**config.mk**
```make
export PLATFORM = sky130hd
export DESIGN_NAME = flash_ctrl_end_flat
export DESIGN_NICKNAME = d
export VERILOG_FILES = /design/src/fsp_pkg.sv /design/src/flash_sfr_if.sv /design/src/flash_ctrl_end.sv /design/src/stall_timer.sv /design/src/flat_wrapper.sv
export SDC_FILE = /design/constraint.sdc
export NUM_CORES = 1
export LEC_CHECK = 0
export BUFFER_PORTS_ARGS = -buffer_cell sky130_fd_sc_hd__buf_2
export CAP_MARGIN = 20
export CORE_UTILIZATION = 55
export CTS_BUF_LIST = sky130_fd_sc_hd__clkbuf_2
export DETAILED_ROUTE_END_ITERATION = 7
export PLACE_DENSITY = 0.82
export SYNTH_ARGS = -nofsm -noshare
export SYNTH_HDL_FRONTEND = slang
export SYNTH_HIERARCHICAL = 1
export SYNTH_SLANG_ARGS = --single-unit
```
**constraint.sdc**
```tcl
create_clock -name clk_i -period 3.1 [get_ports clk_i]
set_clock_uncertainty 0.1 [all_clocks]
set_input_delay 0.155 -clock clk_i [delete_from_list [all_inputs] [get_ports clk_i]]
set_output_delay 0.155 -clock clk_i [all_outputs]
set_load 0.05 [all_outputs]
```
**src/fsp_pkg.sv**
```systemverilog
package fsp_pkg;

  // =====================================================================
  // widths
  localparam int ADDR_W = 15;
  localparam int DATA_W = 14;
  localparam int ROW_LSB = 5;
  localparam int ROW_W = ADDR_W - ROW_LSB;

  // =====================================================================
  // special function register indices on the core side
  localparam logic [2:0] SFR_ADDR_LOW = 3'h0;
  localparam logic [2:0] SFR_ADDR_HIGH = 3'h1;
  localparam logic [2:0] SFR_DATA_LOW = 3'h2;
  localparam logic [2:0] SFR_DATA_HIGH = 3'h3;
  localparam logic [2:0] SFR_CONTROL = 3'h4;
  localparam logic [2:0] SFR_UNLOCK = 3'h5;

  // =====================================================================
  // flash_control_reg bit positions
  localparam int CTL_READ_START = 0;
  localparam int CTL_WRITE_START = 1;
  localparam int CTL_WRITE_ENABLE = 2;
  localparam int CTL_WRITE_ERROR = 3;
  localparam int CTL_ERASE_SEL = 4;
  localparam int CTL_LATCH_ONLY = 5;
  localparam int CTL_CFG_SPACE = 6;
  localparam logic [7:0] CTL_RESET = 8'h00;

  // =====================================================================
  // unlock keys
  localparam logic [7:0] UNLOCK_KEY_FIRST = 8'h55;
  localparam logic [7:0] UNLOCK_KEY_SECOND = 8'haa;

  // =====================================================================
  // timing
  localparam int CLK_FREQ_KHZ = 10000;
  localparam int ERASE_TIME_US = 2000;
  localparam int ERASE_CYCLES = (ERASE_TIME_US * CLK_FREQ_KHZ) / 1000;
  localparam int TIMER_W = 16;

  // =====================================================================
  // host APB register map
  localparam logic [7:0] APB_CMD = 8'h00;
  localparam logic [7:0] APB_STATUS = 8'h04;
  localparam logic [7:0] APB_RDATA = 8'h08;
  localparam logic [7:0] APB_IRQCTL = 8'h0c;
  localparam int CMD_DATA_LSB = 0;
  localparam int CMD_IDX_LSB = 8;
  localparam int CMD_READ_BIT = 16;
  localparam int STAT_BUSY_BIT = 0;
  localparam int STAT_HOLD_BIT = 1;
  localparam int IRQ_GIE_BIT = 0;

  // =====================================================================
  // controller sequence
  typedef enum logic [2:0] {
    ST_IDLE,
    ST_RD_SLOT1,
    ST_RD_ACCESS,
    ST_WR_PREP1,
    ST_WR_PREP2,
    ST_WR_STALL
  } seq_state_t;

  typedef enum logic [1:0] {
    KEY_NONE,
    KEY_FIRST_SEEN,
    KEY_ARMED
  } key_stage_t;

endpackage : fsp_pkg

```
**src/flash_sfr_if.sv**
```systemverilog
interface flash_sfr_if;
  logic sfr_wr;
  logic sfr_rd;
  logic [2:0] sfr_idx;
  logic [7:0] sfr_wdata;
  logic [7:0] sfr_rdata;
  logic core_hold;

  modport core (
    output sfr_wr,
    output sfr_rd,
    output sfr_idx,
    output sfr_wdata,
    input sfr_rdata,
    input core_hold
  );

  modport ctrl (
    input sfr_wr,
    input sfr_rd,
    input sfr_idx,
    input sfr_wdata,
    output sfr_rdata,
    output core_hold
  );
endinterface : flash_sfr_if

```
**src/flash_ctrl_end.sv**
```systemverilog
module flash_ctrl_end #(
  parameter int STALL_CYCLES = fsp_pkg::ERASE_CYCLES
) (
  // clock and resets
  input wire logic clk_i,
  input wire logic rst_i,
  input wire logic power_on_i,
  // core side
  flash_sfr_if.ctrl core,
  // flash array side
  output logic [fsp_pkg::ADDR_W-1:0] flash_addr_o,
  output logic flash_cfg_space_o,
  output logic flash_rd_o,
  input wire logic [fsp_pkg::DATA_W-1:0] flash_rdata_i,
  output logic [fsp_pkg::ROW_W-1:0] flash_row_o,
  output logic flash_erase_o,
  output logic [fsp_pkg::DATA_W-1:0] flash_wdata_o,
  output logic flash_load_o,
  output logic flash_prog_o,
  // status
  output logic exec_stall_o
);
  import fsp_pkg::*;

  seq_state_t state_q;
  seq_state_t state_d;
  key_stage_t key_q;
  logic [7:0] addr_low_q;
  logic [6:0] addr_high_q;
  logic [7:0] data_low_q;
  logic [5:0] data_high_q;
  logic read_start_q;
  logic write_start_q;
  logic write_enable_q;
  logic write_error_q;
  logic erase_sel_q;
  logic latch_only_q;
  logic cfg_space_q;
  logic op_go_q;
  logic [7:0] rdata_q;
  logic acc_wr;
  logic acc_rd;
  logic ctl_wr;
  logic start_wr;
  logic start_rd;
  logic stall_op;
  logic timer_load;
  logic timer_done;

  // =====================================================================
  // access decode
  function automatic logic hit(input logic [2:0] idx, input logic [2:0] want);
    hit = (idx == want);
  endfunction : hit

  // accesses in a held slot are not instructions and are dropped
  assign acc_wr = core.sfr_wr && !core.core_hold;
  assign acc_rd = core.sfr_rd && !core.core_hold;
  assign ctl_wr = acc_wr && hit(core.sfr_idx, SFR_CONTROL);
  assign start_wr = ctl_wr && (state_q == ST_IDLE) && core.sfr_wdata[CTL_WRITE_START];
  assign start_rd = ctl_wr && (state_q == ST_IDLE) && core.sfr_wdata[CTL_READ_START] && !start_wr;
  assign stall_op = erase_sel_q || !latch_only_q;

  // =====================================================================
  // sequence
  always_comb begin
    state_d = state_q;
    unique case (state_q)
      ST_IDLE: begin
        if (start_wr) begin
          state_d = ST_WR_PREP1;
        end else if (start_rd) begin
          state_d = ST_RD_SLOT1;
        end
      end
      ST_RD_SLOT1: state_d = ST_RD_ACCESS;
      ST_RD_ACCESS: state_d = ST_IDLE;
      ST_WR_PREP1: state_d = ST_WR_PREP2;
      ST_WR_PREP2: state_d = (op_go_q && stall_op) ? ST_WR_STALL : ST_IDLE;
      ST_WR_STALL: state_d = timer_done ? ST_IDLE : ST_WR_STALL;
    endcase
  end

  always_ff @(posedge clk_i) begin
    if (rst_i || power_on_i) begin
      state_q <= ST_IDLE;
    end else begin
      state_q <= state_d;
    end
  end

  // only the instruction slot is held; clocks and this logic keep running
  assign core.core_hold = (state_q == ST_RD_ACCESS) || (state_q == ST_WR_PREP1) ||
                          (state_q == ST_WR_PREP2) || (state_q == ST_WR_STALL);
  assign exec_stall_o = (state_q == ST_WR_STALL);

  // =====================================================================
  // unlock tracking
  always_ff @(posedge clk_i) begin
    if (rst_i || power_on_i) begin
      key_q <= KEY_NONE;
    end else if (start_wr) begin
      key_q <= KEY_NONE;
    end else if (acc_wr && hit(core.sfr_idx, SFR_UNLOCK)) begin
      if (core.sfr_wdata == UNLOCK_KEY_FIRST) begin
        key_q <= KEY_FIRST_SEEN;
      end else if (core.sfr_wdata == UNLOCK_KEY_SECOND && key_q == KEY_FIRST_SEEN) begin
        key_q <= KEY_ARMED;
      end else begin
        key_q <= KEY_NONE;
      end
    end
  end

  // armed and enabled decided at the start write itself
  always_ff @(posedge clk_i) begin
    if (rst_i || power_on_i) begin
      op_go_q <= 1'b0;
    end else if (start_wr) begin
      op_go_q <= core.sfr_wdata[CTL_WRITE_ENABLE] && (key_q == KEY_ARMED);
    end
  end

  // =====================================================================
  // control register
  always_ff @(posedge clk_i) begin
    if (rst_i || power_on_i) begin
      write_enable_q <= 1'b0;
      erase_sel_q <= 1'b0;
      latch_only_q <= 1'b0;
      cfg_space_q <= 1'b0;
    end else if (ctl_wr) begin
      write_enable_q <= core.sfr_wdata[CTL_WRITE_ENABLE];
      erase_sel_q <= core.sfr_wdata[CTL_ERASE_SEL];
      latch_only_q <= core.sfr_wdata[CTL_LATCH_ONLY];
      cfg_space_q <= core.sfr_wdata[CTL_CFG_SPACE];
    end
  end

  // software can only set the start bits; clear comes from completion
  always_ff @(posedge clk_i) begin
    if (rst_i || power_on_i) begin
      read_start_q <= 1'b0;
    end else if (start_rd) begin
      read_start_q <= 1'b1;
    end else if (state_q == ST_RD_ACCESS) begin
      read_start_q <= 1'b0;
    end
  end

  always_ff @(posedge clk_i) begin
    if (rst_i || power_on_i) begin
      write_start_q <= 1'b0;
    end else if (start_wr) begin
      write_start_q <= 1'b1;
    end else if (state_q != ST_IDLE && state_d == ST_IDLE && !read_start_q) begin
      write_start_q <= 1'b0;
    end
  end

  // a plain reset mid-operation leaves the error mark behind; power-on wipes it
  always_ff @(posedge clk_i) begin
    if (power_on_i) begin
      write_error_q <= 1'b0;
    end else if (rst_i) begin
      write_error_q <= write_error_q || (write_start_q && op_go_q);
    end else if (ctl_wr) begin
      write_error_q <= core.sfr_wdata[CTL_WRITE_ERROR];
    end
  end

  // =====================================================================
  // address and data pair
  always_ff @(posedge clk_i) begin
    if (rst_i || power_on_i) begin
      addr_low_q <= 8'h00;
      addr_high_q <= 7'h00;
    end else if (acc_wr && hit(core.sfr_idx, SFR_ADDR_LOW)) begin
      addr_low_q <= core.sfr_wdata;
    end else if (acc_wr && hit(core.sfr_idx, SFR_ADDR_HIGH)) begin
      addr_high_q <= core.sfr_wdata[6:0];
    end
  end

  // read completion cannot meet a software write: that slot is held
  always_ff @(posedge clk_i) begin
    if (rst_i || power_on_i) begin
      data_low_q <= 8'h00;
      data_high_q <= 6'h00;
    end else if (state_q == ST_RD_ACCESS) begin
      data_low_q <= flash_rdata_i[7:0];
      data_high_q <= flash_rdata_i[DATA_W-1:8];
    end else if (acc_wr && hit(core.sfr_idx, SFR_DATA_LOW)) begin
      data_low_q <= core.sfr_wdata;
    end else if (acc_wr && hit(core.sfr_idx, SFR_DATA_HIGH)) begin
      data_high_q <= core.sfr_wdata[5:0];
    end
  end

  // =====================================================================
  // read back, answered one cycle after the access
  function automatic logic [7:0] sfr_read(input logic [2:0] idx);
    unique case (idx)
      SFR_ADDR_LOW: sfr_read = addr_low_q;
      SFR_ADDR_HIGH: sfr_read = {1'b0, addr_high_q};
      SFR_DATA_LOW: sfr_read = data_low_q;
      SFR_DATA_HIGH: sfr_read = {2'b00, data_high_q};
      SFR_CONTROL: sfr_read = {1'b0, cfg_space_q, latch_only_q, erase_sel_q, write_error_q,
                               write_enable_q, write_start_q, read_start_q};
      default: sfr_read = 8'h00;
    endcase
  endfunction : sfr_read

  always_ff @(posedge clk_i) begin
    if (rst_i || power_on_i) begin
      rdata_q <= 8'h00;
    end else if (acc_rd) begin
      rdata_q <= sfr_read(core.sfr_idx);
    end
  end
  assign core.sfr_rdata = rdata_q;

  // =====================================================================
  // flash array strobes
  assign flash_addr_o = {addr_high_q, addr_low_q};
  assign flash_row_o = flash_addr_o[ADDR_W-1:ROW_LSB];
  assign flash_cfg_space_o = cfg_space_q;
  assign flash_wdata_o = {data_high_q, data_low_q};
  assign flash_rd_o = (state_q == ST_RD_ACCESS);
  assign flash_erase_o = (state_q == ST_WR_PREP2) && op_go_q && erase_sel_q;
  assign flash_load_o = (state_q == ST_WR_PREP2) && op_go_q && !erase_sel_q && latch_only_q;
  assign flash_prog_o = (state_q == ST_WR_PREP2) && op_go_q && !erase_sel_q && !latch_only_q;
  assign timer_load = (state_q == ST_WR_PREP2) && op_go_q && stall_op;

  stall_timer #(
    .CYCLES(STALL_CYCLES)
  ) u_stall_timer (
    .clk_i(clk_i),
    .rst_i(rst_i || power_on_i),
    .load_i(timer_load),
    .done_o(timer_done)
  );
endmodule : flash_ctrl_end

```
**src/stall_timer.sv**
```systemverilog
module stall_timer #(
  parameter int CYCLES = fsp_pkg::ERASE_CYCLES
) (
  // clock and reset
  input wire logic clk_i,
  input wire logic rst_i,
  // control
  input wire logic load_i,
  output logic done_o
);
  import fsp_pkg::*;

  logic [TIMER_W-1:0] count_q;

  // =====================================================================
  // countdown; done in the last counted cycle so the stall is exactly CYCLES
  always_ff @(posedge clk_i) begin
    if (rst_i) begin
      count_q <= '0;
    end else if (load_i) begin
      count_q <= TIMER_W'(CYCLES);
    end else if (count_q != '0) begin
      count_q <= count_q - TIMER_W'(1);
    end
  end

  assign done_o = (count_q == TIMER_W'(1));
endmodule : stall_timer

```
**src/flat_wrapper.sv**
```systemverilog
// flat-port wrapper written by rule: the top's interface ports become plain ports
module flash_ctrl_end_flat import fsp_pkg::*;
#(
  parameter int STALL_CYCLES = fsp_pkg::ERASE_CYCLES
)
  (clk_i, rst_i, power_on_i, flash_addr_o, flash_cfg_space_o, flash_rd_o, flash_rdata_i, flash_row_o, flash_erase_o, flash_wdata_o, flash_load_o, flash_prog_o, exec_stall_o, core_sfr_wr, core_sfr_rd, core_sfr_idx, core_sfr_wdata, core_sfr_rdata, core_core_hold);
  flash_sfr_if core_i ();
  input wire logic clk_i;
  input wire logic rst_i;
  input wire logic power_on_i;
  output logic [fsp_pkg::ADDR_W-1:0] flash_addr_o;
  output logic flash_cfg_space_o;
  output logic flash_rd_o;
  input wire logic [fsp_pkg::DATA_W-1:0] flash_rdata_i;
  output logic [fsp_pkg::ROW_W-1:0] flash_row_o;
  output logic flash_erase_o;
  output logic [fsp_pkg::DATA_W-1:0] flash_wdata_o;
  output logic flash_load_o;
  output logic flash_prog_o;
  output logic exec_stall_o;
  input wire logic [$bits(core_i.sfr_wr)-1:0] core_sfr_wr;
  input wire logic [$bits(core_i.sfr_rd)-1:0] core_sfr_rd;
  input wire logic [$bits(core_i.sfr_idx)-1:0] core_sfr_idx;
  input wire logic [$bits(core_i.sfr_wdata)-1:0] core_sfr_wdata;
  output wire logic [$bits(core_i.sfr_rdata)-1:0] core_sfr_rdata;
  output wire logic [$bits(core_i.core_hold)-1:0] core_core_hold;
  assign core_i.sfr_wr = core_sfr_wr;
  assign core_i.sfr_rd = core_sfr_rd;
  assign core_i.sfr_idx = core_sfr_idx;
  assign core_i.sfr_wdata = core_sfr_wdata;
  assign core_sfr_rdata = core_i.sfr_rdata;
  assign core_core_hold = core_i.core_hold;
  flash_ctrl_end #(.STALL_CYCLES(STALL_CYCLES)) u_core (.clk_i(clk_i), .rst_i(rst_i), .power_on_i(power_on_i), .core(core_i), .flash_addr_o(flash_addr_o), .flash_cfg_space_o(flash_cfg_space_o), .flash_rd_o(flash_rd_o), .flash_rdata_i(flash_rdata_i), .flash_row_o(flash_row_o), .flash_erase_o(flash_erase_o), .flash_wdata_o(flash_wdata_o), .flash_load_o(flash_load_o), .flash_prog_o(flash_prog_o), .exec_stall_o(exec_stall_o));
endmodule
```
# Yosys cells after proc, flatten, opt, wreduce, memory -nomap -nowiden

Cells that the tools add are included.

Bits in registers: 66
Input bits: 30
Output and inout port bits: 54
Logic and storage cells: 106

$add $sub $neg: 1
Equality and inequality tests: 16
Muxes and demuxes: 21
Bitwise logic cells: 1
Reductions and logical operators: 50

Operators with widths:

| operator              | count |
|---|---|
| $pmux 8 s5            | 1 |
| $mux 15               | 2 |
| $logic_and 1x1->1     | 24 |
| $mux 6                | 3 |
| $pmux 3 s6            | 1 |
| $eq 16x1->1 const B   | 1 |
| $mux 8                | 2 |
| $reduce_bool 16->1    | 1 |
| $sub 16x1->16 const B | 1 |
| $eq 3x2->1 const B    | 4 |
| $eq 3x3->1 const B    | 4 |
| $mux 3                | 4 |
| $reduce_bool 2->1     | 6 |
| $logic_not 3->1       | 3 |
| $eq 8x7->1 const B    | 1 |
| $eq 8x8->1 const B    | 1 |
| $eq 3x1->1 const B    | 2 |
| $logic_or 1x1->1      | 6 |
| $mux 1                | 6 |
| $logic_not 1->1       | 5 |
| $mux 2                | 2 |
| $reduce_and 2->1      | 2 |
| $reduce_or 2->1       | 2 |
| $reduce_bool 3->1     | 1 |
| 4 further kinds       | 4 |

# Depth between registers and ports, before layout

Word-level depth: 19
Mapped depth: 8

# Modules after synthesis

Netlist, hierarchy kept.

Modules (own cells, without submodules):

| module         | times used | cells each | area an instance (um2) |
|---|---|---|---|
| flash_ctrl_end | 1          | 290        | 2613.8 |
| stall_timer    | 1          | 100        | 854.6 |

# Worst setup path after synthesis

Ideal clock, no wire load.

Kind: register to output
From: register u_core.state_q[2]
To: output port flash_prog_o
Arrival time: 1803 ps
Slack: 1042 ps
Cell stages (with the launch flop): 4
Path buffers: 1
Cell sequence: dfxtp_1 buf_2 nand3_1 nor3_1

Longest elaborated chain between the ends: 4

Ends and longest elaborated chain:

| element                         | line                  | text |
|---|---|---|
| from (decl)                     | flash_ctrl_end.sv:25  | `seq_state_t state_q;` |
| from (signal assigned)          | flash_ctrl_end.sv:88  | `state_q <= state_d;` |
| $eq 3x3->1                      | flash_ctrl_end.sv:232 | `assign flash_prog_o = (state_q == ST_WR_PREP2) && op_go_q && !erase_sel_q && !latch_only_q;` |
| $logic_and 1x1->1 (3 in series) | flash_ctrl_end.sv:232 |  |
| to (decl)                       | flat_wrapper.sv:19    | `output logic flash_prog_o;` |

No other way between the ends.

# Worst setup path in the final report

From: register u_core.state_q[2]
To: register u_core.data_low_q[3]

Longest elaborated chain between the ends: 8
Elaborated cells on any way between the ends: 12
Classes of those cells: eq/ne: 4; mux: 1; reduce/logical: 7

Ends and longest elaborated chain:

| element                              | line                                        | text |
|---|---|---|
| $eq 3x2->1, on equally long branches | flash_ctrl_end.sv:93, flash_ctrl_end.sv:190 |  |
| $logic_or 1x1->1 (2 in series)       | flash_ctrl_end.sv:93                        | `assign core.core_hold = (state_q == ST_RD_ACCESS) \|\| (state_q == ST_WR_PREP1) \|\|` |
| $logic_or 1x1->1                     | flash_ctrl_end.sv:94                        | `(state_q == ST_WR_PREP2) \|\| (state_q == ST_WR_STALL);` |
| $logic_not 1->1                      | flash_ctrl_end.sv:57                        | `assign acc_wr = core.sfr_wr && !core.core_hold;` |
| $logic_and 1x1->1                    | flash_ctrl_end.sv:57                        |  |
| $logic_and 1x1->1                    | flash_ctrl_end.sv:193                       | `end else if (acc_wr && hit(core.sfr_idx, SFR_DATA_LOW)) begin` |
| $reduce_bool 2->1 (no line)          | -                                           |  |
| to (signal assigned)                 | flash_ctrl_end.sv:191                       | `data_low_q <= flash_rdata_i[7:0];` |
| to (signal assigned)                 | flash_ctrl_end.sv:194                       | `data_low_q <= core.sfr_wdata;` |
| to (decl)                            | flash_ctrl_end.sv:30                        | `logic [7:0] data_low_q;` |

Parallel ways exist; a longest one is shown, timed or not.
A chain may end at the register's enable or synchronous reset.

==> results.sh <==
export IMPL_synthSimpleGateAreaFrac_pct=21.0
export IMPL_fin_crit_ps=2830
export IMPL_area_growth_pct=22.3
export IMPL_rows=28
export IMPL_crit_path_end_kind="register"
export IMPL_r2r_setup_slack_ps=270
export IMPL_synthXorXnorAreaFrac_pct=2.06
export IMPL_synth_mux_area_fraction_pct=13.6
export IMPL_p_total_mw=2.34
export IMPL_r2r_start="u_core/state_q[2]"
export IMPL_post_route_period_util_pct=91.2
export IMPL_grt_max_degree=27
export IMPL_antenna_found_initial=0
export IMPL_root_buffer="clkbuf_2"
export IMPL_synth_adder_area_share_pct=0.722
export IMPL_yosysUniqueCellTypes=63
export IMPL_hold_viol_final=0
export IMPL_synth_top_area_share_pct=38.1
export IMPL_layout_drive_gt1_share_pct=24.1
export IMPL_maxCapViolations=0
export IMPL_startpoint_type="register"
export IMPL_powerDensity_mw_per_mm2=552
export IMPL_min_path_type="in2reg"
export IMPL_synth_area_leaders="dfxtp_1 38%, mux2i_1 14%, o21ai_0 4.9%"
export IMPL_port_buffers=83
export IMPL_cts_tree="done"
export IMPL_crit_required_ps=3380
export IMPL_ys_seq_area_share_pct=38.1
export IMPL_crit_type="reg2reg"
export IMPL_vias=3389
export IMPL_first_pass_iters=4
export IMPL_synthFlopType="dfxtp_1"
export IMPL_antenna_left=0
export IMPL_slew_headroom_pct=55.9
export IMPL_die_h_um=81.4
export IMPL_finalSetupViolations=0
export IMPL_synth_area_leader_cell="dfxtp_1"
export IMPL_grt_first_pass_wirelength_mm=14.9
export IMPL_outcome="finished, final reports clean"
export IMPL_core_mm2=0.00599
export IMPL_drv_slew=0
export IMPL_clock_fmax_mhz=354
export IMPL_async_reset_ff_share_pct=0
export IMPL_ios=84
export IMPL_synth_most_common_cell="dfxtp_1"
export IMPL_synth_seq_cells=66
export IMPL_dpl_hpwl_mm=6.37
export IMPL_antenna_cells=0
export IMPL_critPathMaxFanout=15
export IMPL_worst_hold_path_endpoint="u_core/state_q[1]"
export IMPL_synth_area_mm2=0.00347
export IMPL_post_drt_via_cell_ratio=5.96
export IMPL_avgSynthCellArea_um2=8.89
export IMPL_die_area_mm2=0.00663
export IMPL_cts_resized=0
export IMPL_hp_start="rst_i"
export IMPL_p_leak_nw=1.89
export IMPL_routedWlPerCell_um=17.1
export IMPL_ys_top_cells_by_count="66 x dfxtp_1, 47 x mux2i_1, 41 x nor2_1, 34 x o21ai_0, 24 x a21oi_1"
export IMPL_fin_tns_setup_ps=0
export IMPL_synth_compound_area_share_pct=17.2
export IMPL_grt_ovfl_total=0
export IMPL_synth_cells=390
export IMPL_grt_setup_unrepaired="no"
export IMPL_finish_net_count=521
export IMPL_cts_max_level=3
export IMPL_tightest_slew_ps=659
export IMPL_worstRegToRegCells=5
export IMPL_whs_path_depth=4
export IMPL_initial_utilization_pct=57.9
export IMPL_syn_num_nets=422
export IMPL_clock_path_buffers=2
export IMPL_synth_top_family_by_area="simple AND/OR/NAND/NOR gates"
export IMPL_drt_iter0_drc=181
export IMPL_clock_latency_ps=500
export IMPL_grt_pass1_vias=3069
export IMPL_r2r_end="u_core/data_low_q[3]"
export IMPL_clk_pin_slew_ps=180
export IMPL_clock_sinks=66
export IMPL_drc=0
export IMPL_cts_buffers=9
export IMPL_synth_edf_count=0
export IMPL_ys_warnings_count=6
export IMPL_gp_congestion=0.953
export IMPL_worstPathArrival_ps=3110
export IMPL_finalWirelength_mm=9.76
export IMPL_die_x_um=81.4
export IMPL_gr_usage_all_layers_pct=30.0
export IMPL_peakVddDrop_v=0.000623
==> worst max path at each step <==
stage | start | end | depth (start not counted)
2_1_floorplan | u_core/state_q[2] | flash_prog_o | 3
3_3_place_gp | u_core/state_q[2] | u_core/data_low_q[5] | 4
3_5_place_dp | u_core/state_q[2] | u_core/data_low_q[7] | 4
4_1_cts | u_core/state_q[2] | u_core/data_low_q[5] | 5
5_1_grt | u_core/state_q[2] | u_core/data_low_q[3] | 5
6_report | u_core/state_q[2] | u_core/data_low_q[3] | 5
==> kinds of logic (layout without fill, tap and decap cells) <==
logic type,after synthesis,after routing
fa+ha+maj,2,2
simple gates,126,126
xor+xnor,6,6
flops,66,66
compound gates,94,94
buf+inv,49,153
mux,47,47
==> cell usage in the layout (no fill, tap or decap), types with 7 or more instances in the layout <==
cell type	instances
a21oi_1	24
buf_2	83
clkbuf_2	13
dfxtp_1	66
dlygate4sd3_1	36
inv_1	14
mux2i_1	47
nand2_1	12
nand3_1	9
nand3b_1	7
nor2_1	41
nor3_1	11
o21ai_0	34
==> flip-flops by register name, summed over array words and instances (netlist names), 2 cells and up <==
signal / flops
u_core/u_stall_timer/count_q: 16
u_core/key_q: 2
u_core/core.sfr_rdata: 8
u_core/data_high_q: 6
u_core/data_low_q: 8
u_core/addr_high_q: 7
u_core/addr_low_q: 8
u_core/state_q: 3
==> metal layers <==
metal / global-route usage, % / vias to the layer above / wire (um)
li1: - / 1605 / -
met1: 36.3 / 1601 / 4020
met2: 52.9 / 166 / 4910
met3: 4.44 / 17 / 676
met4: 12.5 / 0 / 151
met5: 0 / - / 0
==> timing repair <==
action	CTS	global route
hold endpoints to repair	37	0
buffers inserted	0	0
hold buffers	36	0
==> metrics by stage <==
stage          util (%)  area [um2]  worst slack (ps)  hold WS [ps]  instances
4_1_cts            70.8        4240               351          34.6        569
3_5_place_dp       63.4        3800               926           329        517
6_report           70.8        4240               273          55.4        569
5_1_grt            70.8        4240               132          65.1        569
3_3_place_gp       63.4        3800               989           327        517
2_1_floorplan         -        3470              1040           199        390
==> worst max-delay path, cell delays in order (launching register included) <==
cell and delay, ps:
dfxtp_1 680, xnor2_4 270, nand4b_1 630, mux2i_1 330
a21oi_1 100, dlygate4sd3_1 600
==> power breakdown <==
part | internal (mW) | switching, mW
logic | 0.382 | 0.533
registers | 0.924 | 0.0911
clock network | 0.115 | 0.297
==> final cells by class <==
| cell class | count | area (um2) |
|---|---|---|
| fill | 482 | 1750 |
| multi-input combinational | 275 | 1890 |
| tap | 75 | 93.8 |
| timing repair buffer | 122 | 798 |
| clock inverter | 3 | 16.3 |
| clock buffer | 13 | 65.1 |
| sequential | 66 | 1320 |
| inverter | 15 | 56.3 |
Power figures use the tool's default switching activity.
